--- src/cfg_decode_pkg.sv ---
// constants for the transfer-mode and pin configuration decode
package cfg_decode_pkg;
    // configuration memory byte addresses
    localparam logic [7:0] ADDR_UDMA_CFG = 8'h06;
    localparam logic [7:0] ADDR_PIO_DMA_CFG = 8'h07;
    localparam logic [7:0] ADDR_PIN_CFG = 8'h08;
    // reset values of the latched bytes (all features off)
    localparam logic [7:0] RST_UDMA_CFG = 8'h00;
    localparam logic [7:0] RST_PIO_DMA_CFG = 8'h00;
    localparam logic [7:0] RST_PIN_CFG = 8'h00;
    // transfer-mode byte fields
    localparam int BIT_UDMA_ATA = 7;
    localparam int BIT_UDMA_ATAPI = 6;
    localparam logic [5:0] UDMA_LEGAL_MASK = 6'h14;
    // second mode byte fields
    localparam int BIT_MWDMA = 2;
    localparam int BIT_PIO4 = 1;
    localparam int BIT_PIO3 = 0;
    // pin byte fields
    localparam int BIT_BUTTON = 7;
    localparam int BIT_SEARCH = 6;
    localparam int BIT_BIGPKG = 5;
    localparam int BIT_SHARE = 4;
    localparam int BIT_RDY_POL = 3;
    localparam int BIT_HS_IND = 2;
    localparam int BIT_DPV_POL = 1;
    localparam int BIT_DPV_EN = 0;
    // pio mode codes reported out
    localparam logic [2:0] PIO_MODE0 = 3'h0;
    localparam logic [2:0] PIO_MODE3 = 3'h3;
    localparam logic [2:0] PIO_MODE4 = 3'h4;
    typedef enum logic [1:0] {XFER_PIO, XFER_MWDMA, XFER_UDMA} xfer_kind_t;
endpackage : cfg_decode_pkg

--- src/ata_mode_pin_config_decode.sv ---
// latch and decode of the transfer-mode and pin configuration bytes
`timescale 1ns/1ps
module ata_mode_pin_config_decode (
    // clock and reset
    input wire logic ref_clk,
    input wire logic rst,
    // configuration memory byte stream
    input wire logic cfg_wr,
    input wire logic [7:0] cfg_addr,
    input wire logic [7:0] cfg_data,
    input wire logic cfg_done,
    output logic cfg_ready,
    // drive capabilities from identify data
    input wire logic drive_is_packet,
    input wire logic [5:0] drive_udma_support,
    input wire logic drive_mwdma_support,
    input wire logic [1:0] drive_pio_support,
    // selected transfer mode
    output cfg_decode_pkg::xfer_kind_t xfer_kind,
    output logic [2:0] udma_mode,
    output logic [2:0] pio_mode,
    output logic udma_mask_illegal,
    // strategy flags
    output logic fixed_drive_search_enable,
    output logic large_package_select,
    output logic removable_master_enable,
    // pin controls
    input wire logic bus_share_enable_input,
    output logic ata_drive_enable,
    input wire logic disk_ready,
    output logic disk_ready_output,
    input wire logic usb_high_speed,
    input wire logic gpio2_out_value,
    input wire logic gpio2_oe,
    output logic gp_pin2_speed_indicator,
    input wire logic ata_pullup_enable_pin,
    input wire logic high_power_pin,
    input wire logic drive_power_valid_input,
    output logic button_mode,
    output logic [2:0] endpoint1_in_data,
    output logic drive_power_present
);
    import cfg_decode_pkg::*;

    logic [7:0] udma_transfer_config;
    logic [7:0] pio_dma_mode_config;
    logic [7:0] pin_behaviour_config;
    logic loaded;
    logic [7:0] next_udma_transfer_config;
    logic [7:0] next_pio_dma_mode_config;
    logic [7:0] next_pin_behaviour_config;
    logic next_loaded;

    // writes are accepted only before the load completes; later traffic
    // on the stream cannot disturb a drive already configured
    always_comb begin
        next_udma_transfer_config = udma_transfer_config;
        next_pio_dma_mode_config = pio_dma_mode_config;
        next_pin_behaviour_config = pin_behaviour_config;
        next_loaded = loaded | cfg_done;
        if (!loaded && cfg_wr) begin
            if (cfg_addr == ADDR_UDMA_CFG) begin
                next_udma_transfer_config = cfg_data;
            end else if (cfg_addr == ADDR_PIO_DMA_CFG) begin
                next_pio_dma_mode_config = cfg_data;
            end else if (cfg_addr == ADDR_PIN_CFG) begin
                next_pin_behaviour_config = cfg_data;
            end
        end
    end

    always_ff @(posedge ref_clk or posedge rst) begin
        if (rst) begin
            udma_transfer_config <= RST_UDMA_CFG;
            pio_dma_mode_config <= RST_PIO_DMA_CFG;
            pin_behaviour_config <= RST_PIN_CFG;
            loaded <= 1'b0;
        end else begin
            udma_transfer_config <= next_udma_transfer_config;
            pio_dma_mode_config <= next_pio_dma_mode_config;
            pin_behaviour_config <= next_pin_behaviour_config;
            loaded <= next_loaded;
        end
    end

    assign cfg_ready = loaded;

    // transfer mode decode
    logic udma_allowed;
    logic udma_found;
    logic [2:0] udma_pick;
    logic [1:0] pio_both;
    xfer_kind_t next_xfer_kind;
    logic [2:0] next_udma_mode;
    logic [2:0] next_pio_mode;
    logic next_udma_mask_illegal;

    assign udma_allowed = drive_is_packet ?
        udma_transfer_config[BIT_UDMA_ATAPI] :
        udma_transfer_config[BIT_UDMA_ATA];

    // reserved mask bits are ignored, so a bad memory image degrades
    // to the legal modes instead of an unsupported timing
    udma_mode_pick #(
        .WIDTH(6)
    ) u_pick (
        .enabled(udma_transfer_config[5:0] & UDMA_LEGAL_MASK),
        .supported(drive_udma_support),
        .found(udma_found),
        .mode(udma_pick)
    );

    assign pio_both = pio_dma_mode_config[1:0] & drive_pio_support;

    always_comb begin
        next_pio_mode = PIO_MODE0;
        if (pio_both[BIT_PIO4]) begin
            next_pio_mode = PIO_MODE4;
        end else if (pio_both[BIT_PIO3]) begin
            next_pio_mode = PIO_MODE3;
        end
        next_udma_mask_illegal =
            |(udma_transfer_config[5:0] & ~UDMA_LEGAL_MASK);
        next_udma_mode = 3'h0;
        next_xfer_kind = XFER_PIO;
        if (!loaded) begin
            next_xfer_kind = XFER_PIO;
        end else if (udma_allowed && udma_found) begin
            next_xfer_kind = XFER_UDMA;
            next_udma_mode = udma_pick;
        end else if (pio_dma_mode_config[BIT_MWDMA] &&
                     drive_mwdma_support) begin
            next_xfer_kind = XFER_MWDMA;
        end
    end

    always_ff @(posedge ref_clk or posedge rst) begin
        if (rst) begin
            xfer_kind <= XFER_PIO;
            udma_mode <= 3'h0;
            pio_mode <= PIO_MODE0;
            udma_mask_illegal <= 1'b0;
        end else begin
            xfer_kind <= next_xfer_kind;
            udma_mode <= next_udma_mode;
            pio_mode <= next_pio_mode;
            udma_mask_illegal <= next_udma_mask_illegal;
        end
    end

    // pin behaviour, registered so every output comes from a flop
    logic dpv_active;
    assign dpv_active = pin_behaviour_config[BIT_DPV_POL] ?
        drive_power_valid_input : ~drive_power_valid_input;

    always_ff @(posedge ref_clk or posedge rst) begin
        if (rst) begin
            fixed_drive_search_enable <= 1'b0;
            large_package_select <= 1'b0;
            removable_master_enable <= 1'b0;
            ata_drive_enable <= 1'b0;
            disk_ready_output <= 1'b1;
            gp_pin2_speed_indicator <= 1'b0;
            button_mode <= 1'b0;
            endpoint1_in_data <= 3'h0;
            drive_power_present <= 1'b0;
        end else begin
            fixed_drive_search_enable <=
                pin_behaviour_config[BIT_SEARCH];
            large_package_select <= pin_behaviour_config[BIT_BIGPKG];
            removable_master_enable <=
                pin_behaviour_config[BIT_DPV_EN];
            ata_drive_enable <= bus_share_enable_input |
                pin_behaviour_config[BIT_SHARE];
            disk_ready_output <= pin_behaviour_config[BIT_RDY_POL] ?
                disk_ready : ~disk_ready;
            gp_pin2_speed_indicator <=
                (pin_behaviour_config[BIT_HS_IND] && gpio2_oe) ?
                usb_high_speed : gpio2_out_value;
            button_mode <= pin_behaviour_config[BIT_BUTTON];
            endpoint1_in_data <= pin_behaviour_config[BIT_BUTTON] ?
                {ata_pullup_enable_pin, high_power_pin,
                 drive_power_valid_input} : 3'h0;
            drive_power_present <= pin_behaviour_config[BIT_DPV_EN] &
                dpv_active;
        end
    end
endmodule : ata_mode_pin_config_decode

--- src/udma_mode_pick.sv ---
// picks the highest ultra dma mode enabled and supported
`timescale 1ns/1ps
module udma_mode_pick #(
    parameter int WIDTH = 6
) (
    // candidate modes
    input wire logic [WIDTH-1:0] enabled,
    input wire logic [WIDTH-1:0] supported,
    // result
    output logic found,
    output logic [2:0] mode
);
    // the mode code is three bits wide, so eight candidates at most
    if (WIDTH < 1 || WIDTH > 8) begin : g_bad_width
        $error("udma_mode_pick: WIDTH out of range");
    end

    logic [WIDTH-1:0] both;
    assign both = enabled & supported;

    // scan upward so the last hit, the highest mode, wins
    always_comb begin
        found = 1'b0;
        mode = 3'h0;
        for (int i = 0; i < WIDTH; i++) begin
            if (both[i]) begin
                found = 1'b1;
                mode = i[2:0];
            end
        end
    end
endmodule : udma_mode_pick

--- config.mk ---
export PLATFORM = sky130hd
export DESIGN_NAME = ata_mode_pin_config_decode
export DESIGN_NICKNAME = d
export VERILOG_FILES = /design/src/cfg_decode_pkg.sv /design/src/ata_mode_pin_config_decode.sv /design/src/udma_mode_pick.sv
export SDC_FILE = /design/constraint.sdc
export NUM_CORES = 1
export LEC_CHECK = 0
export BUFFER_PORTS_ARGS = -buffer_cell sky130_fd_sc_hd__buf_2
export CAP_MARGIN = 20
export CORE_ASPECT_RATIO = 0.75
export CORE_MARGIN = 4
export CORE_UTILIZATION = 40
export CTS_BUF_LIST = sky130_fd_sc_hd__clkbuf_2
export DETAILED_ROUTE_END_ITERATION = 10
export PLACE_DENSITY = 0.71
export SLEW_MARGIN = 20
export SYNTH_ARGS = -nofsm -noshare
export SYNTH_HDL_FRONTEND = slang
export SYNTH_SLANG_ARGS = --single-unit
--- constraint.sdc ---
create_clock -name ref_clk -period 1.5 [get_ports ref_clk]
set_input_delay 0 -clock ref_clk [delete_from_list [all_inputs] [get_ports ref_clk]]
set_output_delay 0 -clock ref_clk [all_outputs]
set_load 0.02 [all_outputs]
==> Yosys cells after proc, flatten, opt, wreduce, memory -nomap -nowiden <==
Index checks and enable logic that the tools add are counted.
{ "word_totals": {"regBits": 40} }
{ "classes": {"eq_ne": 3, "muxes": 23, "bitwise": 9, "reduce_logical": 9} }
{ "ops": {"columns": ["cell", "count"], "rows": [
  ["two-way mux 3 bit", 6],
  ["== test 8 x 3 -> 1 bit (second input constant)", 2],
  ["two-way mux 1 bit", 12],
  ["two-way mux 2 bit", 5],
  ["== test 8 x 4 -> 1 bit (second input constant)", 1],
  ["bitwise AND 5 x 6 -> 6 bit", 1],
  ["logical AND 1 bit", 4],
  ["NOT 1 bit", 4],
  ["AND reduction 4 bit", 1],
  ["OR reduction 4 bit", 1],
  ["AND reduction 3 bit", 1],
  ["bitwise AND 2 bit", 1],
  ["bitwise OR 1 bit", 2],
  ["AND reduction 2 bit", 1],
  ["bitwise AND 1 bit", 1],
  ["logical NOT 1 bit", 1]
]} }

==> Depth between registers and ports, before layout <==
{ "depth": {"depth_word": 10, "mapped_depth": 3} }

==> Cells and area by module <==
From an unflattened synthesis, not the netlist that was laid out.
{ "unflattened": {"hier_cells": 106, "hier_area_um2": 1512.7} }
{ "modules_own_cells": {"columns": ["mod", "instances", "cells_per_inst", "area_each_um2", "seq_area_each_um2"], "rows": [
  ["ata_mode_pin_config_decode", 1, 94, 1432.6, 977.2],
  ["udma_mode_pick", 1, 12, 80.1, 0.0]
]} }

==> Worst setup path after synthesis <==
OpenSTA, ideal clock, no wires.
{ "synth_timing": {"kind": "reg2reg", "from": "register loaded (netlist: cfg_ready)", "to": "register pio_dma_mode_config[0]", "setup_ns": 0.125, "arrival_time_ns": 1.508, "setup_slack_ns": -0.133, "stages_incl_launch_ff": 4, "n_path_buf": 0, "cell_sequence": "dfrtp_1 nor4b_4 and4_2 mux2_2"} }
{ "synth_between": {"elab_chain_cells": 3} }
{ "synth_lines": {"columns": ["item", "line", "text"], "rows": [
  ["from (decl)", "ata_mode_pin_config_decode.sv:48", "logic loaded;"],
  ["from (signal assigned)", "ata_mode_pin_config_decode.sv:82", "loaded <= next_loaded;"],
  ["logical NOT 1 bit", null, null],
  ["logical AND 1 bit", "ata_mode_pin_config_decode.sv:61", "if (!loaded && cfg_wr) begin"],
  ["AND reduction 3 bit (no line)", null, null],
  ["to (signal assigned)", "ata_mode_pin_config_decode.sv:80", "pio_dma_mode_config <= next_pio_dma_mode_config;"],
  ["to (decl)", "ata_mode_pin_config_decode.sv:46", "logic [7:0] pio_dma_mode_config;"]
]} }
Every way passes these cells.
A chain may end at the register's enable or synchronous reset.

==> Final worst setup path <==
{ "layout_timing": {"from": "register loaded (netlist: cfg_ready)", "to": "register pio_dma_mode_config[2]"} }
The elaborated chain is that of the path after synthesis.

==> reports/qor.txt <==
Outcome: finished with violations
Failing checks: negative setup slack
Root Buffer: clkbuf_2
FP Rows: 18
Routed wire length: 2.98 mm
Avg Inst Size Synth: 15.3 µm²
Routed vias/inst: 4.67
Switching portion of total power: 24.2%
Clock Skews: 0.0203 ns
Largest net degree at the start of global routing: 39
Synthesis warning total: 0
Max Slew Vio Count: 0
Post-synthesis cell count: 93
Worst Hold Class: input port to flip-flop
Die Wd: 76.8 µm
Multi-input logic area: 472 µm²
Cts bufs inserted: 5
Num ports: 59
Setup violators final: 9
Reg power frac: 63.7%
Worst Path Buf+Inv: 1
LEAKAGE: 0.00111 µW
Internal power: 1230 µW
Worst setup EP type: flip-flop
Maximum clock path buffer count: 2
Crit start category: flip-flop
Sw power: 392 µW
Peak per-stage delay on the critical path: 0.46 ns
Layout cells sized above 1: 52.0%
Synth Register Bits: 38
Number of I/O port buffers: 53
Top cells by count, synth: dfrtp_1 (37), mux2_2 (21), nand2_1 (6)
RSZ-0062 raised after global routing: true
Remaining Overflow, GRT: 0
Initial Util: 42.3%
Fillers: 289
Htree depth: 2
Critical-path cell list: nor4b_4, buf_4, and4_4, mux2_4
FMAX: 643 MHz
WS Path Type: flip-flop to flip-flop
Fin crit period: 1.55 ns
Async set-reset flop share out of synthesis: 100%
Global-route wire length before repair: 4.98 mm
Inserted Diodes: 0
Cell area after synthesis: 1420 µm²
Synth area leader: dfrtp_1
Hold Vio Cnt, Final: 0
Top cells by area, synth: dfrtp_1 (65%), mux2_2 (17%), and2_1 (2.2%)
Clock power frac: 27.2%
P per Cell Area: 793 nW/µm²
Detailed-placement wirelength estimate: 2.08 mm
DRT Pass-1 Iters: 4
Wire per inst: 13.6 µm
Critical path required time: 1.79 ns
Max FO, Critical Path: 3
Final setup TNS: -0.243 ns
Sequential cell area fraction in the yosys report: 67.1%
Final WS setup: -0.0543 ns
Die area: 4570 µm²
Clock sinks: 38
Primary FF master, synth: dfrtp_1
VDD IR max: 530 µV
Final net count: 216
Synth top area share: 65.3%
Worst-Margin Slew: 0.582 ns
Core Box Area: 3360 µm²
GP Congestion: 0.686
WHS: 0.0737 ns
Delay-heaviest family, CP: simple AND/OR/NAND/NOR gates
DRT iter0 DRCs: 16
Slowest-stage cell, CP: dfrtp_2
Unique cell type count in the Yosys netlist: 21
Combinational power share: 9.1%
Synth Net Count: 131
CTS tree: built
WP data arrival: 1.85 ns
Max Cap Viol: 0
Seq. cell area: 953 µm²
Clk_lat worst skew: 0.38 ns
Count leader, synth: dfrtp_1
Height of the die: 59.6 µm
Worst-path clk slew: 0.19 ns
Worst slew margin: 60.9%
Period Utilization, post-route: 104%
Vias: 1022
Total track usage: 14.6%
Post-route ant nets: 0
Synth-to-Final Area Change: 44.2%
EDFF count, synth: 0
Initial antenna violation count: 0
Drt drc: 0
Vias in the first global route: 1100
## layout make-up
class | instances | area share (%)
clock buffers | 6 | 1.47
clock inverters | 2 | 0.428
inverters | 1 | 0.183
multi-input cells | 52 | 23.1
flip-flops and latches | 38 | 46.6
well taps | 40 | 2.45
repair buffers | 80 | 25.8
## metal layers
metal,GRT usage (%),vias up,part of all wire (%)
met5,0,-,0
met4,6.98,0,1.7
met3,4.86,7,8.6
met2,24.3,47,47
met1,17.2,482,42
li1,-,486,-
## sequential cells by signal, summed over array words and instances, names as in the netlist
register	count
pio_mode	2
fixed_drive_search_enable	1
cfg_ready	1
button_mode	1
udma_transfer_config	8
disk_ready_output	1
endpoint1_in_data	3
udma_mask_illegal	1
ata_drive_enable	1
large_package_select	1
udma_mode	2
drive_power_present	1
removable_master_enable	1
xfer_kind	2
pio_dma_mode_config	3
pin_behaviour_config	8
gp_pin2_speed_indicator	1
## worst paths after layout
path	cells past startpoint	start	endpoint	slack, ns
worst max-delay path	4	cfg_ready$_DFF_PP0_	pio_dma_mode_config[2]$_DFFE_PP0P_	-0.05
worst min-delay path	3	cfg_addr[3]	pin_behaviour_config[7]$_DFFE_PP0P_	0.07
worst max register to register	4	cfg_ready$_DFF_PP0_	pio_dma_mode_config[2]$_DFFE_PP0P_	-0.05
worst min register to register	0	pin_behaviour_config[6]$_DFFE_PP0P_	fixed_drive_search_enable$_DFF_PP0_	0.40
max in group asynchronous	4	rst	disk_ready_output$_DFF_PP1_	0.89
min in group asynchronous	4	rst	pin_behaviour_config[4]$_DFFE_PP0P_	0.23
## worst reg2reg max path, stage by stage, from the launching register on
cell and delay [ns]:
dfrtp_2 0.46, nor4b_4 0.27, buf_4 0.18, and4_4 0.25, mux2_4 0.30
## cell usage in the layout (no fill, tap or decap)
master	instances
nor4b_4	1
a21oi_2	1
or2_2	2
dfrtp_2	1
a21oi_1	1
and3b_1	1
nand3_4	1
inv_1	1
clkbuf_2	6
dfstp_2	1
and4_4	1
nand2_1	6
clkinv_1	1
nand3_1	1
dfrtp_1	36
clkinv_2	1
dlygate4sd3_1	24
nand4_4	1
mux2_2	18
nor3b_1	1
and2_1	5
or4_1	1
xnor2_1	2
nor2_1	4
nor3_1	1
buf_4	3
buf_2	53
mux2_4	3
conb_1	1
## cell families (layout without fill, tap and decap cells)
logic type / count (synthesis) / in the layout / share of synthesized area [%]
compound gates: 2 / 2 / 0.705
mux: 21 / 21 / 16.7
buf+inv: 3 / 89 / 1.32
flops: 38 / 38 / 67.1
other cells: 1 / 1 / 0.264
xor+xnor: 2 / 2 / 1.23
simple gates: 26 / 26 / 12.7
## power groups by stage
stage,Sequential (µW),Combinational (µW),Clock (µW)
floorplan,1060,32.8,0
finish,1030,147,441
detailed placement,1050,102,0
CTS,1030,147,459
global route,1040,164,511
global placement,1050,98.9,0
## timing repair
item	in CTS	in global routing
setup buffers	0	1
hold buffers	24	1
setup endpoints to repair	10	20
endpoints found under the hold margin	70	1
pin swaps	0	2
gates resized for setup	3	2
## stage by stage
step | total power (µW) | instance area [µm²] | worst slack (ns) | util (%) | instances
finish | 1620 | 2050 | -0.0543 | 61.0 | 219
global route | 1710 | 2050 | -0.0991 | 61.0 | 219
CTS | 1640 | 2030 | -0.0605 | 60.4 | 218
detailed placement | 1150 | 1740 | -0.0170 | 51.8 | 186
global placement | 1150 | 1740 | 0.0273 | 51.8 | 186
floorplan | 1090 | 1420 | -0.0174 | - | 93
Note: power is estimated with default switching activity, not from simulation.
